$ cat src/vcspc_pkg.sv
// Constants and carrier types for the video clock, sync and pin control block
package vcspc_pkg;

  // Register map (10-bit port addresses, 8-bit data)
  localparam logic [9:0] MISC_OUT_ADDR = 10'h3C2;
  localparam logic [9:0] DAC_SELECT_ADDR = 10'h318;
  localparam logic [9:0] EXT_CONTROL_ADDR = 10'h366;
  localparam logic [9:0] SECOND_EXT_ADDR = 10'h302;
  localparam logic [9:0] PIN_CONTROL_ADDR = 10'h380;
  localparam logic [9:0] BLOCK_STATE_ADDR = 10'h381;
  localparam logic [9:0] HTOTAL_ADDR = 10'h382;
  localparam logic [9:0] HSYNC_START_ADDR = 10'h383;
  localparam logic [9:0] HSYNC_END_ADDR = 10'h384;
  localparam logic [9:0] VTOTAL_ADDR = 10'h385;
  localparam logic [9:0] VSYNC_START_ADDR = 10'h386;
  localparam logic [9:0] VSYNC_END_ADDR = 10'h387;

  // Field positions
  localparam int MISC_PIN1_BIT = 2;
  localparam int MISC_PIN2_BIT = 3;
  localparam int MISC_HSYNC_NEG_BIT = 6;
  localparam int MISC_VSYNC_NEG_BIT = 7;
  localparam int STATUS_SENSE_BIT = 4;
  localparam int DAC_EXT_BIT = 7;
  localparam int EXTENDER_EN_BIT = 7;
  localparam int SECOND_USER_BIT = 1;
  localparam int PC_EXT_PIXEL_BIT = 0;
  localparam int PC_SHIFT_SEL_LSB = 1;
  localparam int PC_PIN1_LATCH_BIT = 3;
  localparam int PC_PIN2_SECOND_BIT = 4;
  localparam int PC_USER_OUT1_BIT = 5;

  // Reset values
  localparam logic [7:0] MISC_OUT_RST = 8'h00;
  localparam logic [7:0] DAC_SELECT_RST = 8'h00;
  localparam logic [7:0] EXT_CONTROL_RST = 8'h00;
  localparam logic [7:0] SECOND_EXT_RST = 8'h00;
  localparam logic [7:0] PIN_CONTROL_RST = 8'h00;
  localparam logic [7:0] HTOTAL_RST = 8'h1F;
  localparam logic [7:0] HSYNC_START_RST = 8'h18;
  localparam logic [7:0] HSYNC_END_RST = 8'h1C;
  localparam logic [7:0] VTOTAL_RST = 8'h0F;
  localparam logic [7:0] VSYNC_START_RST = 8'h0C;
  localparam logic [7:0] VSYNC_END_RST = 8'h0E;

  // Timing: internal memory clock period as printed, cycles derived from 40 MHz
  localparam int CLK_SYS_PERIOD_NS = 25;
  localparam int MEM_CLOCK_PERIOD_NS = 100;
  localparam int MEM_CLOCK_CYCLES = MEM_CLOCK_PERIOD_NS / CLK_SYS_PERIOD_NS;
  localparam int STRAP_SETTLE_CYCLES = 3;

  // Index of each pin input in the synchroniser vector
  localparam int PIN_COUNT = 9;
  localparam int IX_PIXEL_CLOCK = 0;
  localparam int IX_VIDEO0 = 1;
  localparam int IX_VIDEO1 = 2;
  localparam int IX_VIDEO2 = 3;
  localparam int IX_MEM_CLOCK = 4;
  localparam int IX_BUS_CLOCK = 5;
  localparam int IX_SENSE = 6;
  localparam int IX_EXT_SELECT = 7;
  localparam int IX_STRAP = 8;

  // Pins coming from outside the clk_sys domain
  typedef struct packed {
    logic pin_output_strap;
    logic ext_clock_select;
    logic monitor_sense_in;
    logic local_bus_clock_in;
    logic ext_memory_clock_in;
    logic video_clock_in2;
    logic video_clock_in1;
    logic video_clock_in0;
    logic pixel_clock_in;
  } vcspc_pins_in_t;

  // Video output bundle toward the palette converter, panel or monitor
  typedef struct packed {
    logic hsync;
    logic vsync;
    logic [7:0] pixel_data;
  } vcspc_video_t;

endpackage

$ cat src/vcspc_top.sv
// Video clock source, sync polarity and shared pin control block
`timescale 1ns/10ps
module vcspc_top (
  input wire logic clk_sys,
  input wire logic reset,
  input wire logic [9:0] reg_addr,
  input wire logic [7:0] reg_wdata,
  input wire logic reg_write,
  input wire logic reg_read,
  output logic [7:0] reg_rdata,
  input wire vcspc_pkg::vcspc_pins_in_t pins_in,
  input wire logic [7:0] pixel_data_in,
  output vcspc_pkg::vcspc_video_t video_out,
  output logic pixel_clock_out,
  output logic pixel_clock_oe,
  output logic video_clock1_out,
  output logic video_clock1_oe,
  output logic video_clock2_out,
  output logic video_clock2_oe,
  output logic full_scale_adjust_mode,
  output logic ext_clock_mode,
  output logic mem_clock_tick,
  output logic bus_clock_tick,
  output logic palette_clock_tick,
  output logic shift_clock_tick
);
  import vcspc_pkg::*;

  ////////////////////////////////////////////////////////////////////////////
  // Pin synchronisers

  logic [PIN_COUNT-1:0] pin_level;
  logic [PIN_COUNT-1:0] pin_rise;
  logic [PIN_COUNT-1:0] pin_fall;

  // Every outside pin passes two flops before use
  vcspc_sync_edge #(.W(PIN_COUNT)) u_sync (
    .clk_sys(clk_sys),
    .reset(reset),
    .async_in(pins_in),
    .level(pin_level),
    .rise(pin_rise),
    .fall(pin_fall)
  );

  ////////////////////////////////////////////////////////////////////////////
  // Registers

  logic [7:0] misc_out;
  logic [7:0] dac_select_reg;
  logic [7:0] extender_control_reg;
  logic [7:0] second_ext_reg;
  logic [7:0] pin_control;
  logic [7:0] htotal;
  logic [7:0] hsync_start;
  logic [7:0] hsync_end;
  logic [7:0] vtotal;
  logic [7:0] vsync_start;
  logic [7:0] vsync_end;
  logic dac_ext;
  logic extender_en;
  logic ext_pixel_mode;
  logic [1:0] shift_sel_req;
  logic [1:0] shift_sel;
  logic strap;
  logic [1:0] strap_count;

  assign dac_ext = dac_select_reg[DAC_EXT_BIT];
  assign extender_en = extender_control_reg[EXTENDER_EN_BIT];
  assign ext_pixel_mode = pin_control[PC_EXT_PIXEL_BIT];
  assign shift_sel_req = pin_control[PC_SHIFT_SEL_LSB +: 2];

  // Register writes; reset leaves every mode at its internal default
  always_ff @(posedge clk_sys) begin
    if (reset) begin
      misc_out <= MISC_OUT_RST;
      dac_select_reg <= DAC_SELECT_RST;
      extender_control_reg <= EXT_CONTROL_RST;
      second_ext_reg <= SECOND_EXT_RST;
      pin_control <= PIN_CONTROL_RST;
      htotal <= HTOTAL_RST;
      hsync_start <= HSYNC_START_RST;
      hsync_end <= HSYNC_END_RST;
      vtotal <= VTOTAL_RST;
      vsync_start <= VSYNC_START_RST;
      vsync_end <= VSYNC_END_RST;
    end else if (reg_write) begin
      unique case (reg_addr)
        MISC_OUT_ADDR: misc_out <= reg_wdata;
        DAC_SELECT_ADDR: dac_select_reg <= reg_wdata;
        EXT_CONTROL_ADDR: extender_control_reg <= reg_wdata;
        SECOND_EXT_ADDR: second_ext_reg <= reg_wdata;
        PIN_CONTROL_ADDR: pin_control <= reg_wdata;
        HTOTAL_ADDR: htotal <= reg_wdata;
        HSYNC_START_ADDR: hsync_start <= reg_wdata;
        HSYNC_END_ADDR: hsync_end <= reg_wdata;
        VTOTAL_ADDR: vtotal <= reg_wdata;
        VSYNC_START_ADDR: vsync_start <= reg_wdata;
        VSYNC_END_ADDR: vsync_end <= reg_wdata;
        default: ;
      endcase
    end
  end

  // Read data one cycle after the strobe; unmapped reads give zero
  always_ff @(posedge clk_sys) begin
    if (reset) begin
      reg_rdata <= 8'h00;
    end else if (reg_read) begin
      unique case (reg_addr)
        MISC_OUT_ADDR: begin
          reg_rdata <= 8'h00;
          reg_rdata[STATUS_SENSE_BIT] <= dac_ext & pin_level[IX_SENSE];
        end
        DAC_SELECT_ADDR: reg_rdata <= dac_select_reg;
        EXT_CONTROL_ADDR: reg_rdata <= extender_control_reg;
        SECOND_EXT_ADDR: reg_rdata <= second_ext_reg;
        PIN_CONTROL_ADDR: reg_rdata <= pin_control;
        BLOCK_STATE_ADDR: reg_rdata <= {3'h0, strap, shift_sel, ext_clock_mode,
                                        full_scale_adjust_mode};
        HTOTAL_ADDR: reg_rdata <= htotal;
        HSYNC_START_ADDR: reg_rdata <= hsync_start;
        HSYNC_END_ADDR: reg_rdata <= hsync_end;
        VTOTAL_ADDR: reg_rdata <= vtotal;
        VSYNC_START_ADDR: reg_rdata <= vsync_start;
        VSYNC_END_ADDR: reg_rdata <= vsync_end;
        default: reg_rdata <= 8'h00;
      endcase
    end else begin
      reg_rdata <= 8'h00;
    end
  end

  ////////////////////////////////////////////////////////////////////////////
  // Strap capture and clock modes

  // Strap is caught after release, once the synchroniser has settled
  always_ff @(posedge clk_sys) begin
    if (reset) begin
      strap_count <= 2'h0;
      strap <= 1'b0;
    end else if (strap_count != STRAP_SETTLE_CYCLES[1:0]) begin
      strap_count <= strap_count + 2'h1;
      strap <= pin_level[IX_STRAP];
    end
  end

  // Clock mode follows the external clock enable level
  always_ff @(posedge clk_sys) begin
    if (reset) begin
      ext_clock_mode <= 1'b0;
    end else begin
      ext_clock_mode <= pin_level[IX_EXT_SELECT];
    end
  end

  // Full-scale adjust owns the shared pin unless the converter is external
  always_ff @(posedge clk_sys) begin
    if (reset) begin
      full_scale_adjust_mode <= 1'b1;
    end else begin
      full_scale_adjust_mode <= ~dac_ext;
    end
  end

  ////////////////////////////////////////////////////////////////////////////
  // Memory and bus clock ticks

  logic [7:0] mem_div;
  logic mem_div_tick;

  // Internal memory clock divider from clk_sys
  always_ff @(posedge clk_sys) begin
    if (reset) begin
      mem_div <= 8'h00;
    end else if (mem_div == 8'(MEM_CLOCK_CYCLES - 1)) begin
      mem_div <= 8'h00;
    end else begin
      mem_div <= mem_div + 8'h01;
    end
  end
  assign mem_div_tick = (mem_div == 8'(MEM_CLOCK_CYCLES - 1));

  // Memory tick source picked per mode, bus tick always from its pin; ticks are pulses, so switching cannot glitch
  always_ff @(posedge clk_sys) begin
    if (reset) begin
      mem_clock_tick <= 1'b0;
      bus_clock_tick <= 1'b0;
    end else begin
      mem_clock_tick <= ext_clock_mode ? pin_rise[IX_MEM_CLOCK] : mem_div_tick;
      bus_clock_tick <= pin_rise[IX_BUS_CLOCK];
    end
  end

  ////////////////////////////////////////////////////////////////////////////
  // Shift clock selection

  logic src_rise;
  logic src_fall;

  // Map a select code to its video clock input index
  function automatic int video_index(input logic [1:0] sel);
    unique case (sel)
      2'h1: video_index = IX_VIDEO1;
      2'h2: video_index = IX_VIDEO2;
      default: video_index = IX_VIDEO0;
    endcase
  endfunction

  // New select taken only while the pixel clock rests low
  always_ff @(posedge clk_sys) begin
    if (reset) begin
      shift_sel <= 2'h0;
    end else if (!pixel_clock_out && !src_rise) begin
      shift_sel <= shift_sel_req;
    end
  end

  // Internal mode runs from the reference pin, external from the chosen clock
  always_comb begin
    if (ext_pixel_mode) begin
      src_rise = pin_rise[video_index(shift_sel)];
      src_fall = pin_fall[video_index(shift_sel)];
    end else begin
      src_rise = pin_rise[IX_VIDEO0];
      src_fall = pin_fall[IX_VIDEO0];
    end
  end

  ////////////////////////////////////////////////////////////////////////////
  // Pixel clock pin and video data

  // Extender mode turns the pixel clock pin into the palette clock input
  always_ff @(posedge clk_sys) begin
    if (reset) begin
      pixel_clock_oe <= 1'b0;
      pixel_clock_out <= 1'b0;
      palette_clock_tick <= 1'b0;
      shift_clock_tick <= 1'b0;
    end else begin
      pixel_clock_oe <= ~extender_en;
      palette_clock_tick <= extender_en ? pin_rise[IX_PIXEL_CLOCK] : src_rise;
      shift_clock_tick <= src_rise;
      if (extender_en) begin
        pixel_clock_out <= 1'b0;
      end else if (src_rise) begin
        pixel_clock_out <= 1'b1;
      end else if (src_fall) begin
        pixel_clock_out <= 1'b0; // Falling edge left stable for capture
      end
    end
  end

  // Data updated only with the rising pixel clock edge
  always_ff @(posedge clk_sys) begin
    if (reset) begin
      video_out.pixel_data <= 8'h00;
    end else if (!extender_en && src_rise) begin
      video_out.pixel_data <= pixel_data_in;
    end
  end

  ////////////////////////////////////////////////////////////////////////////
  // Sync generation

  logic [7:0] hcount;
  logic [7:0] vcount;
  logic h_active;
  logic v_active;

  // Window test shared by both sync timers
  function automatic logic in_window(input logic [7:0] pos, input logic [7:0] first,
                                     input logic [7:0] last);
    in_window = (pos >= first) && (pos < last);
  endfunction

  // Line counter advances on each shift clock, frame counter at each line wrap
  always_ff @(posedge clk_sys) begin
    if (reset) begin
      hcount <= 8'h00;
      vcount <= 8'h00;
    end else if (src_rise) begin
      if (hcount >= htotal) begin
        hcount <= 8'h00;
        vcount <= (vcount >= vtotal) ? 8'h00 : vcount + 8'h01;
      end else begin
        hcount <= hcount + 8'h01;
      end
    end
  end

  assign h_active = in_window(hcount, hsync_start, hsync_end);
  assign v_active = in_window(vcount, vsync_start, vsync_end);

  // Polarity bits set means active-low pulses
  always_ff @(posedge clk_sys) begin
    if (reset) begin
      video_out.hsync <= 1'b0;
      video_out.vsync <= 1'b0;
    end else begin
      video_out.hsync <= h_active ^ misc_out[MISC_HSYNC_NEG_BIT];
      video_out.vsync <= v_active ^ misc_out[MISC_VSYNC_NEG_BIT];
    end
  end

  ////////////////////////////////////////////////////////////////////////////
  // Shared video clock pins

  // Strap gives pins status outputs; otherwise internal mode makes a user output
  always_ff @(posedge clk_sys) begin
    if (reset) begin
      video_clock1_oe <= 1'b0;
      video_clock1_out <= 1'b0;
      video_clock2_oe <= 1'b0;
      video_clock2_out <= 1'b0;
    end else begin
      if (strap) begin
        video_clock1_oe <= 1'b1;
        video_clock1_out <= pin_control[PC_PIN1_LATCH_BIT] ?
                            (ext_pixel_mode & src_rise) : misc_out[MISC_PIN1_BIT];
      end else if (!ext_pixel_mode) begin
        video_clock1_oe <= 1'b1;
        video_clock1_out <= pin_control[PC_USER_OUT1_BIT];
      end else begin
        video_clock1_oe <= 1'b0;
        video_clock1_out <= 1'b0;
      end
      video_clock2_oe <= strap;
      video_clock2_out <= strap & (pin_control[PC_PIN2_SECOND_BIT] ?
                          second_ext_reg[SECOND_USER_BIT] : misc_out[MISC_PIN2_BIT]);
    end
  end
endmodule

$ cat src/vcspc_sync_edge.sv
// Two-flop synchroniser bank with edge detection for asynchronous pins
`timescale 1ns/10ps
module vcspc_sync_edge #(
  parameter int W = 1
) (
  input wire logic clk_sys,
  input wire logic reset,
  input wire logic [W-1:0] async_in,
  output logic [W-1:0] level,
  output logic [W-1:0] rise,
  output logic [W-1:0] fall
);
  logic [W-1:0] meta;
  logic [W-1:0] prev;

  // First stage is read only by the second stage
  always_ff @(posedge clk_sys) begin
    if (reset) begin
      meta <= '0;
      level <= '0;
      prev <= '0;
    end else begin
      meta <= async_in;
      level <= meta;
      prev <= level;
    end
  end

  // Edges taken from the settled stage only
  assign rise = level & ~prev;
  assign fall = ~level & prev;
endmodule

$ cat config.mk
export PLATFORM = sky130hd
export DESIGN_NAME = vcspc_top
export DESIGN_NICKNAME = d
export VERILOG_FILES = /design/src/vcspc_pkg.sv /design/src/vcspc_top.sv /design/src/vcspc_sync_edge.sv
export SDC_FILE = /design/constraint.sdc
export NUM_CORES = 1
export LEC_CHECK = 0
export BUFFER_PORTS_ARGS = -buffer_cell sky130_fd_sc_hd__buf_4
export CAP_MARGIN = 20
export CORE_UTILIZATION = 30
export CTS_CLUSTER_DIAMETER = 80
export DETAILED_ROUTE_END_ITERATION = 16
export GPL_ROUTABILITY_DRIVEN = 1
export SLEW_MARGIN = 20
export SYNTH_ARGS = -nofsm -noshare
export SYNTH_HDL_FRONTEND = slang
export SYNTH_HIERARCHICAL = 1
export SYNTH_SLANG_ARGS = --single-unit
export TNS_END_PERCENT = 100
$ cat constraint.sdc
create_clock -name clk_sys -period 6.5 [get_ports clk_sys]
set_input_delay 0.65 -clock clk_sys [delete_from_list [all_inputs] [get_ports clk_sys]]
set_output_delay 0.65 -clock clk_sys [all_outputs]
set_load 0.01 [all_outputs]
**Word level (Yosys, flattened, before mapping)**

Index checks and enable logic that the tools add are counted.

- Equal/unequal tests: 16
- Muxes and demuxes: 23
- Add/sub/neg operators: 4
- Bitwise operators: 12
- $lt $le $gt $ge: 7
- Reduce and logical (&&, ||, !) cells: 23

Operators with widths:

| operator | count |
|---|---|
| 10-bit equality test, second input constant | 12 |
| 8-bit one-hot mux with 12 select lines | 1 |
| 8-bit >= comparator | 4 |
| 32-bit by 6-bit < comparator with 1-bit output, second input constant | 1 |
| 32-bit two-way mux | 1 |
| 8-bit by 1-bit adder with 8-bit output, second input constant | 3 |
| 2-bit AND reduction | 12 |
| 9-bit AND | 2 |
| 9-bit inverter | 2 |
| 8-bit < comparator | 2 |
| 1-bit two-way mux | 16 |
| 8-bit two-way mux | 2 |
| 1-bit binary-select mux with 4-bit select | 2 |
| 8-bit by 2-bit equality test with 1-bit output, second input constant | 1 |
| 2-bit OR reduction | 3 |
| 1-bit logical AND | 4 |
| 2-bit one-hot mux with 2 select lines | 1 |
| 1-bit AND | 3 |
| 1-bit logical NOT | 3 |
| 1-bit inverter | 3 |
| 2-bit by 1-bit adder with 2-bit output, second input constant | 1 |
| 2-bit by 1-bit equality test with 1-bit output, second input constant | 1 |
| 2-bit equality test, second input constant | 1 |
| 2-bit != test, second input constant | 1 |
| other kinds (2) | 3 |

- Input bits: 39
- Flip-flop bits (word level): 174
- Logic and storage cells: 121

**Depth between registers and ports, before layout**

- Word-level depth: 10
- Gate-level depth with buffers: 9
- Depth with buffers taken out: 8

**Hierarchy**

The synthesis kept the hierarchy.

Modules (own cells, without submodules):

| module | instances | sequential area each (µm²) | cells each | area an instance (µm²) |
|---|---|---|---|---|
| vcspc_top | 1 | 2862.7 | 872 | 7318.3 |
| vcspc_sync_edge | 1 | 540.5 | 74 | 862.1 |

**Least setup slack after synthesis**

No wires, ideal clock.

- Path kind: register -> register
- Start: reg vcount[0]
- End: reg vcount[3]
- Setup time: 0.074 ns
- Path buffers: 1
- Slack: 4.329 ns
- Period minus slack after synthesis: 2.171 ns
- Required time: 6.426 ns
- Stages on the path, launching flop included: 10
- Arrival time: 2.097 ns
- Cell sequence: dfxtp_1 > inv_1 > ha_1 > nand2b_1 > a2111oi_2 > o311a_1 > buf_4 > nand3_2 > or4_1 > o21ai_0

- Longest elaborated chain between the ends: 2
- Elaborated cells between the ends (all ways): 3
- Those cells by class: 1 x add/sub; 1 x order compare; 1 x mux

RTL lines:

| element | RTL line | source |
|---|---|---|
| start, declared | vcspc_top.sv:267 | `logic [7:0] vcount;` |
| start signal, assigned | vcspc_top.sv:285 | `vcount <= (vcount >= vtotal) ? 8'h00 : vcount + 8'h01;` |
| 8-bit by 1-bit adder with 8-bit output / 8-bit >= comparator (equally long branches) | vcspc_top.sv:285 |  |
| 8-bit two-way mux * | vcspc_top.sv:285 |  |

Mark *: on every way between the ends. The rest lies on a longest branch, timed or not.
A chain may end at the register's enable or synchronous reset.

**Worst setup path after layout**

Ends and elaborated chain as after synthesis.

==> results.toml <==
[synth]
syn_area_sq_um = 8049
yosys_warnings = 6
postSynthCellCount = 932
avgSynthCellArea_sq_um = 8.636
synthesis.nets = 1022

[clocking]
post-cts-setup-buffers = 0
clockBufferDepth = 2
htreeDepth = 4
clock_sinks = 167
numCtsBuffers = 17
post_cts_resized = 0
cts_root_buffer = "clkbuf_16"
clk-insertion-delay-late_ns = 0.43
cts_tree = "built"
cts_hold_buf = 0
clk_pin_slew_worst_paths_ns = 0.07

[power_and_ir_drop]
p_clk_share_pct = 45.0
switching_power_mw = 0.5377
ir_drop_v = 0.0001646
swShare_pct = 24.55
p_comb_share_pct = 6.9
internal-power_mw = 1.653
leakage_nw = 3.726
power_frac_seq_pct = 48.1
powerDensity_nw_per_um2 = 234.7

[drt]
routedWlPerCell_microns = 16.69
drtIter0Drc = 483
vias = 6708
drt-pass1-iter-count = 11
wirelength_mm = 22.02
viasPerCell = 5.086
ant_nets = 0
remaining_drc_errors = 4

[grt]
antenna_found_initial = 0
overflow = 0
groute.usage.overall_pct = 16.37
grt_pass1_wl_mm = 35.23
grt_max_degree = 84
grt_pass1_vias = 6181

[floorplan]
ioPinCount = 69
dieArea_sq_um = 27490
start_util_pct = 30.71
dieHeight_microns = 165.8
placementRows = 59
die_width_microns = 165.8
core_sq_um = 26210

[placed_design]
gp_congestion = 0.8970
dpl_cell_area_sq_um = 8757
preCtsSetupSlack_ns = 3.698
dp_hpwl_mm = 15.66
portBuffers = 68

[timing]
min_period_over_period_pct = 39.57
min_period_ns = 2.572
drv_slew = 0
worst_slack_ns = 3.928
tightest_slew_ns = 0.8360
finalSetupViolCount = 0
fmax_mhz = 388.8
rsz0062_at_grt = "false"
setup_tns_ns = 0
slew_headroom_pct = 43.85
skew_ns = 0.01655
hold_viol = 0
holdWs_ns = 0.4295

[setup_path]
required_ns = 6.85
reg2reg_from = "vcount[0]$_SDFFE_PP0P_"
reg2reg_to = "vcount[3]$_SDFFE_PP0P_"
critPathKind = "reg -> reg"
crit_fanout = 9
end_kind = "flop"
cp-endpoint = "vcount[3]$_SDFFE_PP0P_"
reg2reg_slack_ns = 3.93
worstSetupStartpointType = "flop"
crit_start = "vcount[0]$_SDFFE_PP0P_"
worst-endpoint-arrival_ns = 2.92
reg2reg_depth = 8

[job]
cap_violations = 0

[final_layout]
final_util_pct = 35.61
area_growth_pct = 15.93
largest_reg_flops = 10
n_antenna_cell = 0
reg_top3 = "video_out: 10 flops, u_sync/level: 9 flops, u_sync/meta: 9 flops"
nets = 1061
nFillCells = 2655
layout-drive-gt1-share_pct = 13.72
design_area_sq_um = 9331
largest_register = "video_out"

[outcome]
status = "finished with violations"
failed_checks = "DRC"

[hold_path]
hp-class = "in -> reg"
whs_path_depth = 2
[per-stage QoR]
step	power [mW]	instances
after detailed placement	1.228	1287
after global routing	2.282	1319
after global placement	1.226	1287
after CTS	2.212	1319
after floorplan	1.172	932
final	2.190	1319
[cell type report]
| type | count | area (sq um) | area share, % |
|---|---|---|---|
| Clock inverter | 13 | 121.4 | 1.301 |
| Clock buffer | 19 | 452.9 | 4.854 |
| Sequential cell | 167 | 3343 | 35.83 |
| Multi-Input combinational cell | 663 | 4270 | 45.76 |
| Timing Repair Buffer | 71 | 533.0 | 5.712 |
| Tap cell | 335 | 419.2 | 4.492 |
| Inverter | 51 | 191.4 | 2.051 |
[critical path, cell delays in order, from the launching register on]
cell and delay [ns]:
dfxtp_1 0.37, inv_1 0.13, ha_1 0.28, nand2b_1 0.15
a2111oi_2 0.36, o311a_1 0.45, nand3_2 0.19, or4_1 0.50
o21ai_0 0.08
[how the worst min path moves through the flow]
stage	from	end	slack (ns)
floorplan	dac_select_reg[7]$_SDFFE_PP0P_	full_scale_adjust_mode$_SDFF_PP1_	0.38
global placement	u_sync/level[7]$_SDFF_PP0_	ext_clock_mode$_SDFF_PP0_	0.42
detailed placement	u_sync/level[7]$_SDFF_PP0_	ext_clock_mode$_SDFF_PP0_	0.43
CTS	pins_in[2]	u_sync/meta[2]$_SDFF_PP0_	0.41
global route	pins_in[8]	u_sync/meta[8]$_SDFF_PP0_	0.42
finish	pins_in[6]	u_sync/meta[6]$_SDFF_PP0_	0.43
[per-layer routing]
| layer | routed length (microns) | share of wire, % | global-route usage (%) |
|---|---|---|---|
| met3 | 1265 | 5.7 | 3.742 |
| met5 | 0 | 0 | 0 |
| met2 | 9854 | 45 | 25.37 |
| met1 | 10500 | 48 | 22.64 |
| met4 | 395 | 1.8 | 4.673 |
[power groups by stage]
stage	combinational [mW]	sequential, mW	clock [mW]
floorplan	0.0964	1.08	0
global placement	0.149	1.08	0
detailed placement	0.151	1.08	0
CTS	0.151	1.05	1.01
global route	0.166	1.06	1.06
finish	0.150	1.05	0.986
[layout by cell type, fill, tap and decap left out, drive strengths merged, types with 4 or more instances in the layout]
cell type	instances
clkbuf	19
a31oi	6
nand4	8
nor2b	34
dfxtp	167
ha	51
mux4	4
and3	6
buf	71
and2b	8
a22oi	15
o211ai	15
inv	54
a22o	4
nor2	77
nand2	132
nand2b	8
xor2	8
nand3	64
a221oi	4
a211oi	7
a21oi	78
or3	4
clkinv	7
a21o	14
mux2i	39
nor3	13
o21ai	19
Power figures use the tool's default switching activity.
